===== config.mk =====
export PLATFORM = sky130hd
export DESIGN_NAME = tmr_event_capture
export DESIGN_NICKNAME = d
export VERILOG_FILES = /design/src/core/tmr_pkg.sv /design/src/core/tmr_event_capture.sv
export SDC_FILE = /design/constraint.sdc
export NUM_CORES = 1
export LEC_CHECK = 0
export BUFFER_PORTS_ARGS = -buffer_cell sky130_fd_sc_hd__buf_2
export CAP_MARGIN = 20
export CELL_PAD_IN_SITES_DETAIL_PLACEMENT = 0
export CELL_PAD_IN_SITES_GLOBAL_PLACEMENT = 1
export CORE_MARGIN = 3
export CORE_UTILIZATION = 50
export CTS_BUF_LIST = sky130_fd_sc_hd__clkbuf_4
export DETAILED_ROUTE_END_ITERATION = 10
export GPL_TIMING_DRIVEN = 0
export PLACE_DENSITY_LB_ADDON = 0.15
export RECOVER_POWER = 50
export SYNTH_ARGS = -nofsm -noshare
export SYNTH_HDL_FRONTEND = slang
export SYNTH_SLANG_ARGS = --single-unit

===== constraint.sdc =====
create_clock -name clk -period 4.2 [get_ports clk]
set_clock_uncertainty 0.1 [all_clocks]
set_input_delay 0.84 -clock clk [delete_from_list [all_inputs] [get_ports clk]]
set_output_delay 0.84 -clock clk [all_outputs]
set_load 0.1 [all_outputs]

===== src/core/tmr_pkg.sv =====
package tmr_pkg;

  // ==========================================================
  // Register map (word index on the plain register port).
  // ==========================================================
  localparam logic [2:0] ADDR_CTRL  = 3'h0;  // Timer control register.
  localparam logic [2:0] ADDR_CMPA  = 3'h1;  // Compare A register.
  localparam logic [2:0] ADDR_CMPB  = 3'h2;  // Compare B / capture register.
  localparam logic [2:0] ADDR_COUNT = 3'h3;  // Running up-counter, read only.
  localparam logic [2:0] ADDR_STAT  = 3'h4;  // Live status, read only.

  // ==========================================================
  // Control register field positions.
  // ==========================================================
  localparam int MODE_LSB    = 0;   // Mode select field, three bits.
  localparam int CLKSEL_LSB  = 3;   // Source clock select field, two bits.
  localparam int START_LSB   = 5;   // Start control field, two bits.
  localparam int ACAP_BIT    = 7;   // Auto-capture enable.
  localparam int MCAP_BIT    = 8;   // Capture mode select, 1 is single edge.
  localparam int ONESHOT_BIT = 9;   // One-shot select for pulse generation.
  localparam int PRESET_BIT  = 10;  // Output flop preset.
  localparam int CTRL_BITS   = 11;  // Implemented control bits.

  // ==========================================================
  // Reset values.
  // ==========================================================
  localparam logic [15:0] CTRL_RESET = 16'h0000;  // Timer mode, stopped.
  localparam logic [15:0] CMP_RESET  = 16'hffff;  // Compare registers.

  // ==========================================================
  // Start control field encodings.
  // ==========================================================
  localparam logic [1:0] START_STOP = 2'h0;  // Stopped, counter cleared.
  localparam logic [1:0] START_CMD  = 2'h1;  // Command start.
  localparam logic [1:0] START_RISE = 2'h2;  // Rising edge or positive window.
  localparam logic [1:0] START_FALL = 2'h3;  // Falling edge or negative window.

  // ==========================================================
  // Source clock divider masks, one per select code.
  // ==========================================================
  localparam logic [7:0] DIV_MASK0 = 8'hff;  // Tick every 256 clocks.
  localparam logic [7:0] DIV_MASK1 = 8'h0f;  // Tick every 16 clocks.
  localparam logic [7:0] DIV_MASK2 = 8'h03;  // Tick every 4 clocks.
  localparam logic [7:0] DIV_MASK3 = 8'h00;  // Tick every clock.

  // Operating modes.
  typedef enum logic [2:0] {
    MODE_TIMER  = 3'b000,
    MODE_EVENT  = 3'b010,
    MODE_WINDOW = 3'b011,
    MODE_PULSEW = 3'b110,
    MODE_PULGEN = 3'b111
  } tmr_mode_t;

  // Phase of the edge-started modes.
  typedef enum logic [1:0] {
    PH_IDLE  = 2'b00,
    PH_ARMED = 2'b01,
    PH_RUN   = 2'b10
  } tmr_phase_t;

endpackage : tmr_pkg


===== src/core/tmr_event_capture.sv =====
// Functional notes
// Event mode counts selected external input edges.
// Event compare-A match interrupts and clears counter.
// Event match evaluated on opposite input edge.
// Source holds input levels two machine cycles.
// Auto-capture copies counter into compare B.
// Software waits one source clock before reading.
// Read auto-capture only while running and enabled.
// Window mode counts gated source clock, compare-A.
// Window pulse far slower than source clock.
// Pulse width starts on trigger edge.
// Single-edge: capture, interrupt, clear on opposite.
// Single-edge counter rests at one after capture.
// Double-edge captures both edges, clears on trigger.
// Software reads capture before next trigger edge.
// Software discards first pulse width capture.
// Pulse generator starts by edge or command.
// Continuous: toggle on B and A, A clears.
// Start field 00 stops, output level held.
// One-shot: A match clears start, halts.
// Pin drives inverse of flop, reset zero.
// Preset changed only via timer-mode reentry; the flop loads the preset bit in every mode except pulse generation.
// Software keeps compare A above compare B.
// Low-power stop clears start field, halts.
//
// The implementer's own choices: the register addresses and strobed register access.
`timescale 1ns/100ps
`default_nettype none

module tmr_event_capture (
  input  wire logic        clk,             // System clock, 25 MHz.
  input  wire logic        rst_n,           // Synchronous reset, active low.
  input  wire logic [2:0]  regAddr,         // Register word index.
  input  wire logic [15:0] regWdata,        // Register write data.
  input  wire logic        regWrite,        // Write strobe, one cycle.
  input  wire logic        regRead,         // Read strobe, one cycle.
  output logic      [15:0] regRdata,        // Read data, cycle after strobe.
  input  wire logic        timerExtInput,   // External count, window or trigger pin.
  input  wire logic        lowPowerStop,    // Entry pulse of the low-power stop state.
  output logic             pulseOutputPin,  // Pulse output, inverse of the flop.
  output logic             timerInterrupt   // One-cycle interrupt pulse.
);
  import tmr_pkg::*;

  // ==========================================================
  // Registers and state.
  // ==========================================================
  logic [CTRL_BITS-1:0] ctrl_q;      // Timer control register.
  logic [15:0]          cmpA_q;      // Compare A register.
  logic [15:0]          cmpB_q;      // Compare B / capture register.
  logic [15:0]          cnt_q;       // Up-counter.
  logic [15:0]          cnt_d;       // Next counter value.
  logic [7:0]           pre_q;       // Free-running prescaler.
  logic [2:0]           pinSync_q;   // Three-stage pin synchroniser.
  logic                 pinLvl_q;    // Accepted pin level.
  logic                 outFlop_q;   // Output flop.
  logic                 irq_d;       // Interrupt request this cycle.
  logic                 capEn;       // Load compare B from capture value.
  logic [15:0]          capVal;      // Value to capture.
  logic                 toggle;      // Invert the output flop.
  logic                 hwStop;      // Hardware clears the start field.
  tmr_phase_t           phase_q;     // Phase of edge-started modes.
  tmr_phase_t           phase_d;     // Next phase.

  // Decoded control fields.
  tmr_mode_t  mode;
  logic [1:0] startSel;
  logic [1:0] clkSel;
  logic       running;
  logic       fallSel;
  logic       tick;
  logic       pinRise;
  logic       pinFall;
  logic       selEdge;
  logic       oppEdge;
  logic [7:0] divMask;

  assign mode     = tmr_mode_t'(ctrl_q[MODE_LSB +: 3]);
  assign startSel = ctrl_q[START_LSB +: 2];
  assign clkSel   = ctrl_q[CLKSEL_LSB +: 2];
  assign running  = (startSel != START_STOP);
  assign fallSel  = (startSel == START_FALL);

  // ==========================================================
  // Source clock enable from the prescaler.
  // ==========================================================
  // Selects the mask whose low prescaler bits must all be ones.
  always_comb begin
    case (clkSel)
      2'h0:    divMask = DIV_MASK0;
      2'h1:    divMask = DIV_MASK1;
      2'h2:    divMask = DIV_MASK2;
      default: divMask = DIV_MASK3;
    endcase
  end

  assign tick = ((pre_q & divMask) == divMask);

  // Free-running prescaler; it never stops so the tick rate is steady.
  always_ff @(posedge clk) begin
    if (!rst_n) begin
      pre_q <= 8'h00;
    end else begin
      pre_q <= pre_q + 8'h01;
    end
  end

  // ==========================================================
  // Pin input synchroniser and edge detection.
  // ==========================================================
  // A level is accepted once the second and third stages agree.
  always_ff @(posedge clk) begin
    if (!rst_n) begin
      pinSync_q <= 3'h0;
      pinLvl_q  <= 1'b0;
    end else begin
      pinSync_q <= {pinSync_q[1:0], timerExtInput};
      if (pinSync_q[1] == pinSync_q[2]) begin
        pinLvl_q <= pinSync_q[2];
      end
    end
  end

  // Edges come from the accepted level, never from the first stage.
  assign pinRise = (pinSync_q[1] == pinSync_q[2]) && pinSync_q[2] && !pinLvl_q;
  assign pinFall = (pinSync_q[1] == pinSync_q[2]) && !pinSync_q[2] && pinLvl_q;
  assign selEdge = fallSel ? pinFall : pinRise;
  assign oppEdge = fallSel ? pinRise : pinFall;

  // ==========================================================
  // Counter, capture and output control per mode.
  // ==========================================================
  // Works out the next counter, phase and the side effects.
  always_comb begin
    cnt_d   = cnt_q;
    phase_d = phase_q;
    irq_d   = 1'b0;
    capEn   = 1'b0;
    capVal  = cnt_q;
    toggle  = 1'b0;
    hwStop  = 1'b0;
    if (!running) begin
      // Stopped: counter cleared, edge-started modes re-arm, no toggle so the flop holds.
      cnt_d   = 16'h0000;
      phase_d = PH_IDLE;
    end else begin
      case (mode)
        MODE_EVENT: begin
          if (selEdge) begin
            cnt_d = cnt_q + 16'h0001;
          end else if (oppEdge && (cnt_q == cmpA_q)) begin
            irq_d = 1'b1;
            cnt_d = 16'h0000;
          end
          // Auto-capture runs on the counter's own source clock.
          if (ctrl_q[ACAP_BIT] && selEdge) begin
            capEn = 1'b1;
          end
        end
        MODE_WINDOW: begin
          // Source clock ANDed with the window level, polarity chosen.
          if (tick && (pinLvl_q != fallSel)) begin
            if (cnt_q == cmpA_q) begin
              irq_d = 1'b1;
              cnt_d = 16'h0000;
            end else begin
              cnt_d = cnt_q + 16'h0001;
            end
          end
          if (ctrl_q[ACAP_BIT] && tick) begin
            capEn = 1'b1;
          end
        end
        MODE_TIMER: begin
          // Timer mode does not count; the counter holds its value, capture still works.
          if (ctrl_q[ACAP_BIT] && tick) begin
            capEn = 1'b1;
          end
        end
        MODE_PULSEW: begin
          case (phase_q)
            PH_RUN: begin
              if (oppEdge) begin
                capEn = 1'b1;
                irq_d = 1'b1;
                if (ctrl_q[MCAP_BIT]) begin
                  cnt_d   = 16'h0001;
                  phase_d = PH_ARMED;
                end else if (tick) begin
                  cnt_d = cnt_q + 16'h0001;
                end
              end else if (selEdge && !ctrl_q[MCAP_BIT]) begin
                capEn = 1'b1;
                irq_d = 1'b1;
                cnt_d = 16'h0000;
              end else if (tick) begin
                cnt_d = cnt_q + 16'h0001;
              end
            end
            default: begin
              // Waiting for the trigger edge; the counter rests.
              if (selEdge) begin
                phase_d = PH_RUN;
              end
            end
          endcase
        end
        MODE_PULGEN: begin
          case (phase_q)
            PH_RUN: begin
              if (tick) begin
                if (cnt_q == cmpA_q) begin
                  toggle = 1'b1;
                  irq_d  = 1'b1;
                  cnt_d  = 16'h0000;
                  hwStop = ctrl_q[ONESHOT_BIT];
                end else begin
                  if (cnt_q == cmpB_q) begin
                    toggle = 1'b1;
                    irq_d  = 1'b1;
                  end
                  cnt_d = cnt_q + 16'h0001;
                end
              end
            end
            default: begin
              // Command start runs at once, edge start waits.
              if ((startSel == START_CMD) || selEdge) begin
                phase_d = PH_RUN;
              end
            end
          endcase
        end
        default: begin
          cnt_d = cnt_q;
        end
      endcase
    end
  end

  // Counter and phase update.
  always_ff @(posedge clk) begin
    if (!rst_n) begin
      cnt_q   <= 16'h0000;
      phase_q <= PH_IDLE;
    end else begin
      cnt_q   <= cnt_d;
      phase_q <= phase_d;
    end
  end

  // Output flop: preset outside pulse generation, held when stopped.
  always_ff @(posedge clk) begin
    if (!rst_n) begin
      outFlop_q <= 1'b0;
    end else if (mode != MODE_PULGEN) begin
      outFlop_q <= ctrl_q[PRESET_BIT];
    end else if (toggle) begin
      outFlop_q <= !outFlop_q;
    end
  end

  assign pulseOutputPin = !outFlop_q;

  // Interrupt pulse, registered.
  always_ff @(posedge clk) begin
    if (!rst_n) begin
      timerInterrupt <= 1'b0;
    end else begin
      timerInterrupt <= irq_d;
    end
  end

  // ==========================================================
  // Register file.
  // ==========================================================
  // Control: stop entry wins, then a software write, then one-shot end.
  always_ff @(posedge clk) begin
    if (!rst_n) begin
      ctrl_q <= CTRL_RESET[CTRL_BITS-1:0];
    end else if (lowPowerStop) begin
      ctrl_q[START_LSB +: 2] <= START_STOP;
    end else if (regWrite && (regAddr == ADDR_CTRL)) begin
      ctrl_q <= regWdata[CTRL_BITS-1:0];
    end else if (hwStop) begin
      ctrl_q[START_LSB +: 2] <= START_STOP;
    end
  end

  // Compare A, written by software only.
  always_ff @(posedge clk) begin
    if (!rst_n) begin
      cmpA_q <= CMP_RESET;
    end else if (regWrite && (regAddr == ADDR_CMPA)) begin
      cmpA_q <= regWdata;
    end
  end

  // Compare B: a hardware capture wins over a software write.
  always_ff @(posedge clk) begin
    if (!rst_n) begin
      cmpB_q <= CMP_RESET;
    end else if (capEn) begin
      cmpB_q <= capVal;
    end else if (regWrite && (regAddr == ADDR_CMPB)) begin
      cmpB_q <= regWdata;
    end
  end

  // Read data stand in the cycle after the strobe only.
  always_ff @(posedge clk) begin
    if (!rst_n) begin
      regRdata <= 16'h0000;
    end else if (regRead) begin
      case (regAddr)
        ADDR_CTRL:  regRdata <= {{(16-CTRL_BITS){1'b0}}, ctrl_q};
        ADDR_CMPA:  regRdata <= cmpA_q;
        ADDR_CMPB:  regRdata <= cmpB_q;
        ADDR_COUNT: regRdata <= cnt_q;
        ADDR_STAT:  regRdata <= {11'h000, phase_q, running, outFlop_q, pinLvl_q};
        default:    regRdata <= 16'h0000;
      endcase
    end else begin
      regRdata <= 16'h0000;
    end
  end

endmodule : tmr_event_capture

`default_nettype wire


==> results.txt <==
status: finished, final reports clean
total CTS buffers: 9
final std cells w/o fill: 751
VDD IR max: 0.132 mV
Critical Path End Type: flip-flop
Async S/R FF share, synth: 0
YS warnings: 0
FF-to-FF Start: capVal[5]$_SDFFE_PN0P_
worst r2r path cells: 9
top_reg_cell synth: dfxtp_1
Synth Area in Compound Gates: 0.126
number of global-route vias before repair: 4137
Area growth syn-to-layout: 9.39%
# setup viols final: 0
grt total ovfl: 0
CTS Root Cell: clkbuf_4
Detailed Route WL: 13800 um
Total GRT Usage: 0.254
Worst-path clk slew: 0.15 ns
total iterations of the first detailed-routing run: 5
via density per instance: 5.77
clk buf depth: 2
Worst Max-Slew Pin Slew: 1.18 ns
Reg2Reg Capture Point: capVal[2]$_SDFFE_PN0P_
# IOs: 43
Hold WS: 0.353 ns
CTS tree: built
PwrDens: 279 mW/mm2
CTS Hold Buffers Added: 0
top cells by count, synth: 91 x dfxtp_1, 66 x nand2_1, 39 x mux2i_1
largest area contributor in the netlist: dfxtp_1
r2r setup slk: 1.41 ns
sequential share of the synthesized area: 0.365
H-tree levels: 3
fillcell total: 919
simple-gate portion of the synthesized area: 0.243
layout cell share with drive strength beyond 1: 0.143
crit-path max FO: 10
Max Used Layer: met4
critical path start-end classification: reg -> reg
starting density of the core: 0.527
Post-synth EDFFs: 0
IO buf count: 41
Antenna Nets Post-Route: 0
DP HPWL: 10500 um
WP data required: 4.42 ns
worst setup path start: capVal[5]$_SDFFE_PN0P_
CP max stage delay: 0.58 ns
fin. max-slew vios: 0
Hold Crit Depth: 1
adder-cell area share of the yosys netlist: 0.0100
period utilization: 0.665
WL met3: 794 um
TNS Setup: 0 ns
unrepaired setup endpoints after global routing: no
syn nets: 594
fin nets: 646
post-synthesis cell area: 0.00498 mm2
number of synthesized register bits: 91
Core ar.: 0.00946 mm2
Final Hold Fails: 0
diodes inserted: 0
Leak: 2.15 nW
CTS sink count: 91
Max Clock Freq: 0.358 GHz
first-pass GRT wire length: 22100 um
M1 WL: 6340 um
XOR/XNOR share of the synthesized area: 0.0703
DIE AREA: 0.0112 mm2
Post-Synthesis Cells: 565
Worst path slowest cell: a221oi_2
Power Total: 1.52 mW
largest family of logic cells by synthesized area: simple AND/OR/NAND/NOR gates
Worst-Skew Late Latency: 0.46 ns
Slew HR: 0.214
worst path cell trace: clkbuf_1 > xor2_1 > nor4_4 > nand4_4 > a221oi_2 > buf_2 > nor2_1 > o21ai_0 > a21oi_1
multiplexer area fraction after synthesis: 0.140
Worst setup SP type: flip-flop
top-area cell type share of the netlist area: 0.365
Die W: 106 um
Synth area leaders: dfxtp_1 37%, mux2i_1 7.8%, mux2_2 5.9%
Critical Path End: capVal[2]$_SDFFE_PN0P_
syn_area_per_cell: 8.82 um2
Die Ht: 106 um
Residual DRC: 0
max cap viols: 0
Cell variety after synth: 50
vias: 4333
initial antenna violation count: 0
Final Wtd Congestion: 0.912
num rows: 35
Cells after DPL: 735
top-count cell post-synth: dfxtp_1
DR WL met2: 6230 um
detailed router's first-iteration violation count: 301
crit path time final: 2.79 ns
post_cts resized: 0
postcts setup bufs: 0
WL/cell: 18.3 um
hold crit path type: reg -> reg
largest net degree at the start of global routing: 17
crit path DAT: 3.01 ns
[registers in the layout (all words and copies together) (netlist names), 2 cells and up]
register / count
cmpB_q: 16
phase_q: 2
ctrl_q: 11
pre_q: 8
capVal: 16
regRdata: 16
pinSync_q: 3
cmpA_q: 16
[worst min-delay path by stage]
| stage | startpoint | end | slack, ns |
|---|---|---|---|
| after global routing | pinSync_q[0]$_SDFF_PN0_ | pinSync_q[1]$_SDFF_PN0_ | 0.38 |
| after global placement | pinSync_q[0]$_SDFF_PN0_ | pinSync_q[1]$_SDFF_PN0_ | 0.32 |
| after detailed placement | pinSync_q[0]$_SDFF_PN0_ | pinSync_q[1]$_SDFF_PN0_ | 0.32 |
| final | pinSync_q[0]$_SDFF_PN0_ | pinSync_q[1]$_SDFF_PN0_ | 0.35 |
| after CTS | pinSync_q[0]$_SDFF_PN0_ | pinSync_q[1]$_SDFF_PN0_ | 0.36 |
| after floorplan | pinSync_q[0]$_SDFF_PN0_ | pinSync_q[1]$_SDFF_PN0_ | 0.31 |
[per-stage QoR]
stage | utilization | instance area, um2 | worst slack [ns]
6_report | 0.576 | 5450 | 1.41
5_1_grt | 0.576 | 5450 | 1.19
3_3_place_gp | 0.566 | 5350 | 1.10
4_1_cts | 0.579 | 5480 | 1.41
3_5_place_dp | 0.566 | 5350 | 1.10
2_1_floorplan | - | 4980 | 1.64
[worst max-delay path: cells and delay by family, from the launching register on]
kind | cells | cell delay, ns
buffers and inverters | 2 | 0.67
DFF | 1 | 0.34
AOI/OAI and AO/OA | 3 | 0.79
and+or+nand+nor | 3 | 0.55
xor gates and xnor gates | 1 | 0.20
[power breakdown]
group	total, mW	internal, mW	switching, mW	leakage [nW]
logic	0.166	0.0600	0.106	1.34
registers	0.897	0.881	0.0158	0.738
clock network	0.458	0.144	0.314	0.0724
total	1.52	1.08	0.436	2.15
[cell usage in the layout (no fill, tap or decap), drive strengths merged, types with 2 or more instances in the layout]
cell type,n
a211oi,2
a21boi,3
a21oi,23
a22oi,18
a31oi,3
a41oi,2
and2,26
and3,10
and4,2
buf,33
clkbuf,61
clkinv,2
dfxtp,91
ha,4
inv,10
mux2,26
mux2i,40
nand2,66
nand2b,8
nand3,23
nand3b,8
nand4,9
nor2,25
nor2b,18
nor3,4
nor3b,2
nor4,10
o211ai,2
o21ai,26
o22ai,12
or2,2
or3,4
xnor2,7
xor2,33
[final cells by class]
cell class,instances,area (um2),area share
plain buffers,42,199,0.0365
repair buffers,41,180,0.0330
clock inverters,5,43.8,0.00803
flip-flops and latches,91,1820,0.334
inverters,7,26.3,0.00482
well taps,129,161,0.0296
multi-input cells,425,2940,0.539
clock buffers,11,82.6,0.0151
[cells by family (layout without fill, tap and decap cells)]
family / count (synthesis) / in the layout
and+or+nand+nor: 219 / 219
AOI/OAI and AO/OA: 96 / 96
DFF: 91 / 91
muxes: 66 / 66
buffers and inverters: 49 / 106
xor gates and xnor gates: 40 / 40
adders and majority gates: 4 / 4
[routing by layer]
| metal | up-vias | global-route usage |
|---|---|---|
| met2 | 149 | 0.399 |
| met4 | 0 | 0.0971 |
| met5 | - | 0 |
| met1 | 2064 | 0.352 |
| li1 | 2085 | - |
| met3 | 35 | 0.0392 |
No activity file was read; power rests on OpenSTA's default activity.
